==> src/rtl/pwmrdb_map.svh <==
`ifndef PWMRDB_MAP_SVH
`define PWMRDB_MAP_SVH

// Byte addresses of the APB registers.
`define PWMRDB_CTRL_ADDR 12'h000
`define PWMRDB_STAT_ADDR 12'h004
// Control register layout.
`define PWMRDB_RSEN_BIT 7
`define PWMRDB_DC_MSB 6
`define PWMRDB_DC_LSB 0
`define PWMRDB_CTRL_RESET 8'h00
// Status register layout.
`define PWMRDB_STAT_FLAG_BIT 0
`define PWMRDB_STAT_SYNC_BIT 1
`define PWMRDB_STAT_OUT_BIT 2
`define PWMRDB_STAT_CLR_BIT 0
// Instruction cycle is four system clocks.
`define PWMRDB_INSTR_DIV 2'h3
// Longest wait in cycles: full count of instruction cycles plus slack.
`define PWMRDB_WAIT_MAX 10'h204

`endif

==> src/rtl/pwmrdb_pkg.sv <==
package pwmrdb_pkg;
  typedef enum logic [1:0] {
    PWMRDB_IDLE = 2'b00,
    PWMRDB_WAIT = 2'b01,
    PWMRDB_ON = 2'b10
  } pwmrdb_edge_e;
endpackage

==> src/rtl/pwmrdb_core.sv <==
`timescale 1ns/1ps
`include "pwmrdb_map.svh"

module pwmrdb_core #(
  parameter int DC_W = 7
) (
  // APB slave.
  input wire logic pclk,
  input wire logic presetn,
  input wire logic psel,
  input wire logic penable,
  input wire logic pwrite,
  input wire logic [11:0] paddr,
  input wire logic [31:0] pwdata,
  output logic [31:0] prdata,
  output logic pready,
  output logic pslverr,
  // Shutdown sources and timer.
  input wire logic shutdown_req,
  input wire logic comp_shutdown_req,
  input wire logic comparator_sync_enable,
  input wire logic general_timer_one_tick,
  // PWM waveform and shutdown flag.
  input wire logic pwm_sched,
  output logic pwm_out,
  output logic shutdown_event_flag
);
  logic [7:0] ctrl;
  logic flag;
  logic comp_held;
  logic [DC_W-1:0] dcnt;
  logic [1:0] div;
  logic out_q;
  logic [31:0] rdata_q;
  pwmrdb_pkg::pwmrdb_edge_e st;
  pwmrdb_pkg::pwmrdb_edge_e next_st;

  wire pwm_auto_restart_enable = ctrl[`PWMRDB_RSEN_BIT];
  wire [DC_W-1:0] dead_band_delay_count =
    ctrl[`PWMRDB_DC_MSB:`PWMRDB_DC_LSB];
  wire acc = psel && penable;
  wire wr_ctrl = acc && pwrite && paddr == `PWMRDB_CTRL_ADDR;
  wire wr_stat = acc && pwrite && paddr == `PWMRDB_STAT_ADDR;
  wire mapped = paddr == `PWMRDB_CTRL_ADDR ||
                paddr == `PWMRDB_STAT_ADDR;
  wire sw_clear = wr_stat && pwdata[`PWMRDB_STAT_CLR_BIT];
  wire instr_tick = div == `PWMRDB_INSTR_DIV;
  // Comparator shutdown, gated to a timer tick when sync is on.
  wire comp_eff = comparator_sync_enable ? comp_held
                                         : comp_shutdown_req;
  wire src = shutdown_req || comp_eff;
  wire dly_done = dcnt == '0;
  // Gate the output on the live source as well as the flag, so the
  // output drops in the same cycle that the flag rises; waiting for
  // the flag alone would let one active cycle slip into a shutdown.
  wire shut = src || flag;

  always_ff @(posedge pclk or negedge presetn) begin
    if (!presetn) begin
      comp_held <= 1'b0;
    end else if (general_timer_one_tick) begin
      comp_held <= comp_shutdown_req;
    end
  end

  // Source presence sets the flag; set wins over clear.
  wire next_flag = src ? 1'b1 :
    (pwm_auto_restart_enable ? 1'b0 :
     (sw_clear ? 1'b0 : flag));

  always_ff @(posedge pclk or negedge presetn) begin
    if (!presetn) begin
      flag <= 1'b0;
      ctrl <= `PWMRDB_CTRL_RESET;
    end else begin
      flag <= next_flag;
      if (wr_ctrl) begin
        ctrl <= pwdata[7:0];
      end
    end
  end

  // The divider runs free, so the first instruction tick of a wait
  // may come anywhere from one to four cycles after it starts.
  always_ff @(posedge pclk or negedge presetn) begin
    if (!presetn) begin
      div <= 2'h0;
    end else begin
      div <= div + 2'h1;
    end
  end

  // Dead-band sequencer: rising request waits, falling is immediate.
  always_comb begin
    next_st = st;
    unique case (st)
      pwmrdb_pkg::PWMRDB_IDLE:
        if (pwm_sched && !shut) begin
          next_st = (dead_band_delay_count == '0) ?
            pwmrdb_pkg::PWMRDB_ON : pwmrdb_pkg::PWMRDB_WAIT;
        end
      pwmrdb_pkg::PWMRDB_WAIT:
        if (!pwm_sched || shut) begin
          next_st = pwmrdb_pkg::PWMRDB_IDLE;
        end else if (dly_done) begin
          next_st = pwmrdb_pkg::PWMRDB_ON;
        end
      pwmrdb_pkg::PWMRDB_ON:
        if (!pwm_sched || shut) begin
          next_st = pwmrdb_pkg::PWMRDB_IDLE;
        end
      default: next_st = pwmrdb_pkg::PWMRDB_IDLE;
    endcase
  end

  always_ff @(posedge pclk or negedge presetn) begin
    if (!presetn) begin
      st <= pwmrdb_pkg::PWMRDB_IDLE;
      dcnt <= '0;
      out_q <= 1'b0;
    end else begin
      st <= next_st;
      out_q <= next_st == pwmrdb_pkg::PWMRDB_ON;
      if (st == pwmrdb_pkg::PWMRDB_IDLE) begin
        dcnt <= dead_band_delay_count;
      end else if (st == pwmrdb_pkg::PWMRDB_WAIT && instr_tick &&
                   !dly_done) begin
        dcnt <= dcnt - DC_W'(1);
      end
    end
  end

  // Read data is registered from the address of the setup cycle, and
  // pready rises at the same edge, so no transfer has a wait state.
  // A master that holds its request until pready is high sees both.
  always_comb begin
    rdata_q = 32'h0000_0000;
    if (paddr == `PWMRDB_CTRL_ADDR) begin
      rdata_q[7:0] = ctrl;
    end else if (paddr == `PWMRDB_STAT_ADDR) begin
      rdata_q[`PWMRDB_STAT_FLAG_BIT] = flag;
      rdata_q[`PWMRDB_STAT_SYNC_BIT] = comp_held;
      rdata_q[`PWMRDB_STAT_OUT_BIT] = out_q;
    end
  end

  always_ff @(posedge pclk or negedge presetn) begin
    if (!presetn) begin
      prdata <= 32'h0000_0000;
      pready <= 1'b0;
      pslverr <= 1'b0;
    end else begin
      pready <= psel && !pready;
      pslverr <= psel && !pready && !mapped;
      prdata <= rdata_q;
    end
  end

  assign pwm_out = out_q;
  assign shutdown_event_flag = flag;

  // Restart and flag.
  flag_restart_a: assert property (
    @(posedge pclk) disable iff (!presetn)
    flag && !src && pwm_auto_restart_enable |=> !flag)
    else $error("flag did not self clear");
  restart_out_a: assert property (
    @(posedge pclk) disable iff (!presetn)
    flag && !src && pwm_auto_restart_enable && pwm_sched &&
    dead_band_delay_count == '0 ##1 !src && pwm_sched &&
    dead_band_delay_count == '0 |=> pwm_out)
    else $error("output did not restart");
  flag_hold_a: assert property (
    @(posedge pclk) disable iff (!presetn)
    flag && !pwm_auto_restart_enable && !sw_clear |=> flag)
    else $error("flag cleared without software");
  clr_lose_a: assert property (
    @(posedge pclk) disable iff (!presetn)
    sw_clear && src |=> flag)
    else $error("clear beat a live source");
  clr_take_a: assert property (
    @(posedge pclk) disable iff (!presetn)
    flag && sw_clear && !src |=> !flag)
    else $error("software clear ignored");

  // Shutdown holds the output.
  out_shut_a: assert property (
    @(posedge pclk) disable iff (!presetn)
    flag |=> !pwm_out)
    else $error("output active during shutdown");
  src_shut_a: assert property (
    @(posedge pclk) disable iff (!presetn)
    src |=> !pwm_out)
    else $error("output active while source present");
  src_flag_a: assert property (
    @(posedge pclk) disable iff (!presetn)
    src |=> flag)
    else $error("flag not set by source");

  // Comparator synchronisation.
  sync_off_a: assert property (
    @(posedge pclk) disable iff (!presetn)
    comparator_sync_enable && !general_timer_one_tick
    |=> $stable(comp_held))
    else $error("sync comparator changed off tick");
  sync_pass_a: assert property (
    @(posedge pclk) disable iff (!presetn)
    !comparator_sync_enable && comp_shutdown_req |=> flag)
    else $error("unsynced comparator shutdown late");
  sync_take_a: assert property (
    @(posedge pclk) disable iff (!presetn)
    general_timer_one_tick |=> comp_held == $past(comp_shutdown_req))
    else $error("comparator not captured on tick");

  // Edge timing.
  zero_delay_a: assert property (
    @(posedge pclk) disable iff (!presetn)
    st == pwmrdb_pkg::PWMRDB_IDLE && pwm_sched && !shut &&
    dead_band_delay_count == '0 |=> pwm_out)
    else $error("zero count delayed output");
  fall_now_a: assert property (
    @(posedge pclk) disable iff (!presetn)
    !pwm_sched |=> !pwm_out)
    else $error("inactive edge delayed");
  delay_min_a: assert property (
    @(posedge pclk) disable iff (!presetn)
    $rose(st == pwmrdb_pkg::PWMRDB_WAIT) |-> !pwm_out[*2])
    else $error("active edge too early");
  cnt_dir_a: assert property (
    @(posedge pclk) disable iff (!presetn)
    st == pwmrdb_pkg::PWMRDB_WAIT && $past(st) ==
    pwmrdb_pkg::PWMRDB_WAIT |-> dcnt <= $past(dcnt))
    else $error("delay count rose");
  dcnt_load_a: assert property (
    @(posedge pclk) disable iff (!presetn)
    st == pwmrdb_pkg::PWMRDB_IDLE |=> dcnt == $past(dead_band_delay_count))
    else $error("delay count not loaded");
  dcnt_hold_a: assert property (
    @(posedge pclk) disable iff (!presetn)
    st == pwmrdb_pkg::PWMRDB_WAIT && !instr_tick |=> dcnt == $past(dcnt))
    else $error("delay count moved off tick");
  wait_low_a: assert property (
    @(posedge pclk) disable iff (!presetn)
    st != pwmrdb_pkg::PWMRDB_ON |-> !pwm_out)
    else $error("output active before delay end");
  wait_release_a: assert property (
    @(posedge pclk) disable iff (!presetn)
    st == pwmrdb_pkg::PWMRDB_WAIT && dly_done && pwm_sched && !shut
    |=> pwm_out)
    else $error("output late after delay end");

  // Helper count of cycles spent waiting, for the bound check below.
  logic [9:0] wait_cyc;
  always_ff @(posedge pclk or negedge presetn) begin
    if (!presetn) begin
      wait_cyc <= 10'h000;
    end else if (st == pwmrdb_pkg::PWMRDB_WAIT) begin
      wait_cyc <= wait_cyc + 10'h001;
    end else begin
      wait_cyc <= 10'h000;
    end
  end
  wait_len_a: assert property (
    @(posedge pclk) disable iff (!presetn)
    wait_cyc <= `PWMRDB_WAIT_MAX)
    else $error("delay wait too long");

  // Register bus.
  pready_pulse_a: assert property (
    @(posedge pclk) disable iff (!presetn)
    pready |=> !pready)
    else $error("pready held over two cycles");
  slverr_ready_a: assert property (
    @(posedge pclk) disable iff (!presetn)
    pslverr |-> pready)
    else $error("pslverr without pready");
  ctrl_write_a: assert property (
    @(posedge pclk) disable iff (!presetn)
    wr_ctrl |=> ctrl == $past(pwdata[7:0]))
    else $error("control write lost");

  // Main scenarios.
  cv_wait_c: cover property (@(posedge pclk)
    st == pwmrdb_pkg::PWMRDB_WAIT ##1 st == pwmrdb_pkg::PWMRDB_ON);
  cv_restart_c: cover property (@(posedge pclk)
    flag && pwm_auto_restart_enable ##1 !flag);
  cv_swclr_c: cover property (@(posedge pclk)
    flag && sw_clear ##1 !flag);
  cv_sync_c: cover property (@(posedge pclk)
    comparator_sync_enable && general_timer_one_tick &&
    comp_shutdown_req ##1 comp_held ##1 flag);
  cv_zero_c: cover property (@(posedge pclk)
    st == pwmrdb_pkg::PWMRDB_IDLE && pwm_sched && !shut &&
    dead_band_delay_count == '0 ##1 pwm_out);
endmodule

==> config.mk <==
export PLATFORM = sky130hd
export DESIGN_NAME = pwmrdb_core
export DESIGN_NICKNAME = d
export VERILOG_FILES = /design/src/rtl/pwmrdb_pkg.sv /design/src/rtl/pwmrdb_core.sv
export VERILOG_INCLUDE_DIRS = /design/src /design/src/rtl
export SDC_FILE = /design/constraint.sdc
export NUM_CORES = 1
export LEC_CHECK = 0
export BUFFER_PORTS_ARGS = -buffer_cell sky130_fd_sc_hd__buf_2
export CAP_MARGIN = 20
export CORE_MARGIN = 2
export CORE_UTILIZATION = 47
export CTS_CLUSTER_DIAMETER = 200
export DETAILED_ROUTE_END_ITERATION = 8
export PLACE_DENSITY_LB_ADDON = 0.1
export RECOVER_POWER = 100
export SYNTH_ARGS = -nofsm -noshare
export SYNTH_HDL_FRONTEND = slang
export SYNTH_SLANG_ARGS = --single-unit
==> constraint.sdc <==
create_clock -name pclk -period 4.55 [get_ports pclk]
set_clock_uncertainty 0.1 [all_clocks]
set_input_delay 0.91 -clock pclk [delete_from_list [all_inputs] [get_ports pclk]]
set_output_delay 0.91 -clock pclk [all_outputs]
set_load 0.01 [all_outputs]
==> impl_metrics.tcl <==
set metrics [dict create \
    status "complete, but fails checks" \
    violations "max-capacitance violations, max-slew violations" \
    initial_core_util_pct 48.5 \
    finalCritPeriodShare_pct 62.3 \
    grt_pass1_wl_um 4880 \
    wl_per_cell_um 12.1 \
    reg2reg_to "dcnt[4]" \
    hpwl_um 2180 \
    clock-sinks 32 \
    rows 21 \
    holdPathEnd "div[0]" \
    power.leakage_nw 0.896 \
    syn_area_per_cell_um2 10.8 \
    min-delay-start "div[0]" \
    synth-simple-area-share_pct 14.0 \
    ir_drop_v 0.000154 \
    p_per_area_nw_per_um2 279 \
    drive_gt1_share_pct 24.2 \
    hold_depth 1 \
    synth_compound_area_share_pct 10.7 \
    io_pins 90 \
    min_path_type "flip-flop to flip-flop" \
    fin_crit_ns 2.83 \
    cts.repair.resized 0 \
    finalSetupViolations 0 \
    grt_pass1_vias 1059 \
    cp.arrival_ns 2.96 \
    cp_top_family "simple AND/OR/NAND/NOR gates" \
    cts_buffers 5 \
    areaGrowthSynthToFinish_pct 11.4 \
    crit_fanout 8 \
    grt_usage_pct 16.0 \
    clkTransAtPathRegs_ns 0.10 \
    core_um2 3310 \
    cts_tree "yes" \
    dieArea_um2 3900 \
    slowest_delay_ns 0.99 \
    post_synth_mux_area_share_pct 8.18 \
    power_w 0.000499 \
    relSlewSlack_pct -12.2 \
    synth-xor-area-share_pct 1.09 \
    ant_nets 0 \
    antenna_found_initial 0 \
    worstSetupStartpointType "primary input" \
    yosysUniqueCellTypes 36 \
    rsz0062_at_grt "false" \
    r2r_slack_ns 2.41 \
    crit_type "primary input to flip-flop" \
    worstReg2RegStart "dcnt[0]" \
    post_cts_buffers 0 \
    ys_ff_latch 32 \
    path_cells "buf_2 > nor4_1 > nand3_1 > nor3_1 > mux2_2" \
    htreeDepth 2 \
    drv_slew 33 \
    maxCapViolCount 1 \
    wl_um 2890 \
    n_antenna_cell 0 \
    r2r_cells 6 \
    place.gp.congestion 0.791 \
    cts_max_path_buffers 2 \
    via_count 1140 \
    drcViolationCount 0 \
    max_freq_ghz 0.353 \
    drt_pass1_iterations 4 \
    tightest_slew_ns 1.68 \
    drt_iter0_drc 58 \
    finalInstanceArea_um2 1790 \
    syn_area_um2 1610 \
    ys_seq_area_share_pct 49.9 \
    grt_max_degree 33 \
    fin_tns_setup_ns 0 \
    die_h_um 62.4 \
    end_kind "flip-flop" \
    critical_path_required_ns 4.68 \
    port_buffers 41 \
    yosysWarnings 0 \
    synth_top_family_by_area "simple AND/OR/NAND/NOR gates" \
    clock-root-buffer "clkbuf_4" \
    gr-total-overflow 0 \
    dpl-instance-area_um2 1770 \
    clkLatencyLatePin_ns 0.34 \
    die_x_um 62.4 \
    netlist_instances 148 \
    timing.final.hold_violations 0 \
    synthAdderAreaFrac_pct 2.34 \
    path_buf_inv 1 \
    nets 250 \
    avgViaCountPerCell 4.75 \
    crit_slowest_cell "nor3_1" \
    holdBufCountCts 0 \
]
cells in the mapped netlist (all sizes together):
cell      n  area, um^2
o221a     1        11.3
o21bai    1        7.51
o2111ai   1        15.0
buf      24         180
and2      5        32.5
ha        3        37.5
a221o     1        10.0
inv       8        30.0
nor2      7        26.3
conb      1        3.75
dfrtp    32         801
nand2b    1        6.26
nor4      4        25.0
or3       5        31.3
mux2      9         101
mux2i     3        30.0
o21ai     7        35.0
a211oi    1        7.51
nor2b     2        12.5
o311ai    1        8.76
clkbuf    2        7.51
nand4b    1        8.76
or3b      1        8.76
a21oi     6        30.0
xnor2     2        17.5
o22ai     1        6.26
nor3      4        31.3
nand2     6        22.5
a2bb2oi   1        8.76
a22oi     2        15.0
o211ai    1        7.51
a22o      1        8.76
nand3     3        20.0
routing by layer:
metal	track usage [%]	vias up	part of all wire (%)	wire [um]
met5	0	-	0	0
met4	7.78	0	2.1	61
met3	5.23	6	6.1	175
met2	25.5	42	47	1370
met1	19.6	537	44	1280
li1	-	555	-	-
stage by stage:
stage	std cells	util, %	setup slack (ns)	hold WS, ns
after floorplan	171	-	2.19	0.301
after global placement	232	53.4	1.87	0.312
after detailed placement	232	53.4	1.86	0.318
after CTS	240	55.2	2.22	0.333
after global routing	240	54.0	1.35	0.356
final	240	54.0	1.72	0.324
placed cells by master (no fill, tap or decap), drive strengths merged, types with 3 or more instances in the layout:
cell,count
nand3,3
nand2,6
nor4,4
mux2,9
o21ai,7
dfrtp,32
nor3,4
buf,27
nor2,7
and2,5
ha,3
mux2i,3
or3,5
conb,24
inv,8
clkbuf,20
a21oi,6
state kept, by name (all words and copies together), names as in the netlist:
| register | flops |
|---|---|
| prdata | 8 |
| st | 2 |
| shutdown_event_flag | 1 |
| ctrl | 8 |
| pslverr | 1 |
| comp_held | 1 |
| dcnt | 7 |
| pready | 1 |
| pwm_out | 1 |
| div | 2 |
how the worst max path moves through the flow:
stage,start,end,slack (ns),depth (start not counted)
3_3_place_gp,paddr[10],ctrl[7],1.87,5
5_1_grt,paddr[9],ctrl[7],1.35,5
3_5_place_dp,paddr[10],ctrl[7],1.86,5
4_1_cts,paddr[10],ctrl[7],2.22,5
6_report,paddr[9],ctrl[5],1.72,5
2_1_floorplan,paddr[10],ctrl[0],2.19,4
cell type report:
class / instances / area (um^2)
Clock buffer: 6 / 51.3
Clock inverter: 2 / 10.0
Fill cell: 332 / 1520
Inverter: 8 / 30.0
Multi-Input combinational cell: 105 / 651
Sequential cell: 32 / 801
Tap cell: 46 / 57.6
Timing Repair Buffer: 41 / 188
cell families after synthesis:
kind of cell             Yosys count
AO/OA/AOI/OAI                     25
XOR/XNOR                           2
adder cells (fa/ha/maj)            3
buffers and inverters             34
flip-flops                        32
multiplexers                      12
other                              1
AND/OR/NAND/NOR                   39
report_power, final:
part	internal, W	switching [W]
combinational	0.0000139	0.0000231
clock	0.0000735	0.000100
sequential	0.000287	0.00000153
No activity file was read; power rests on OpenSTA's default activity.
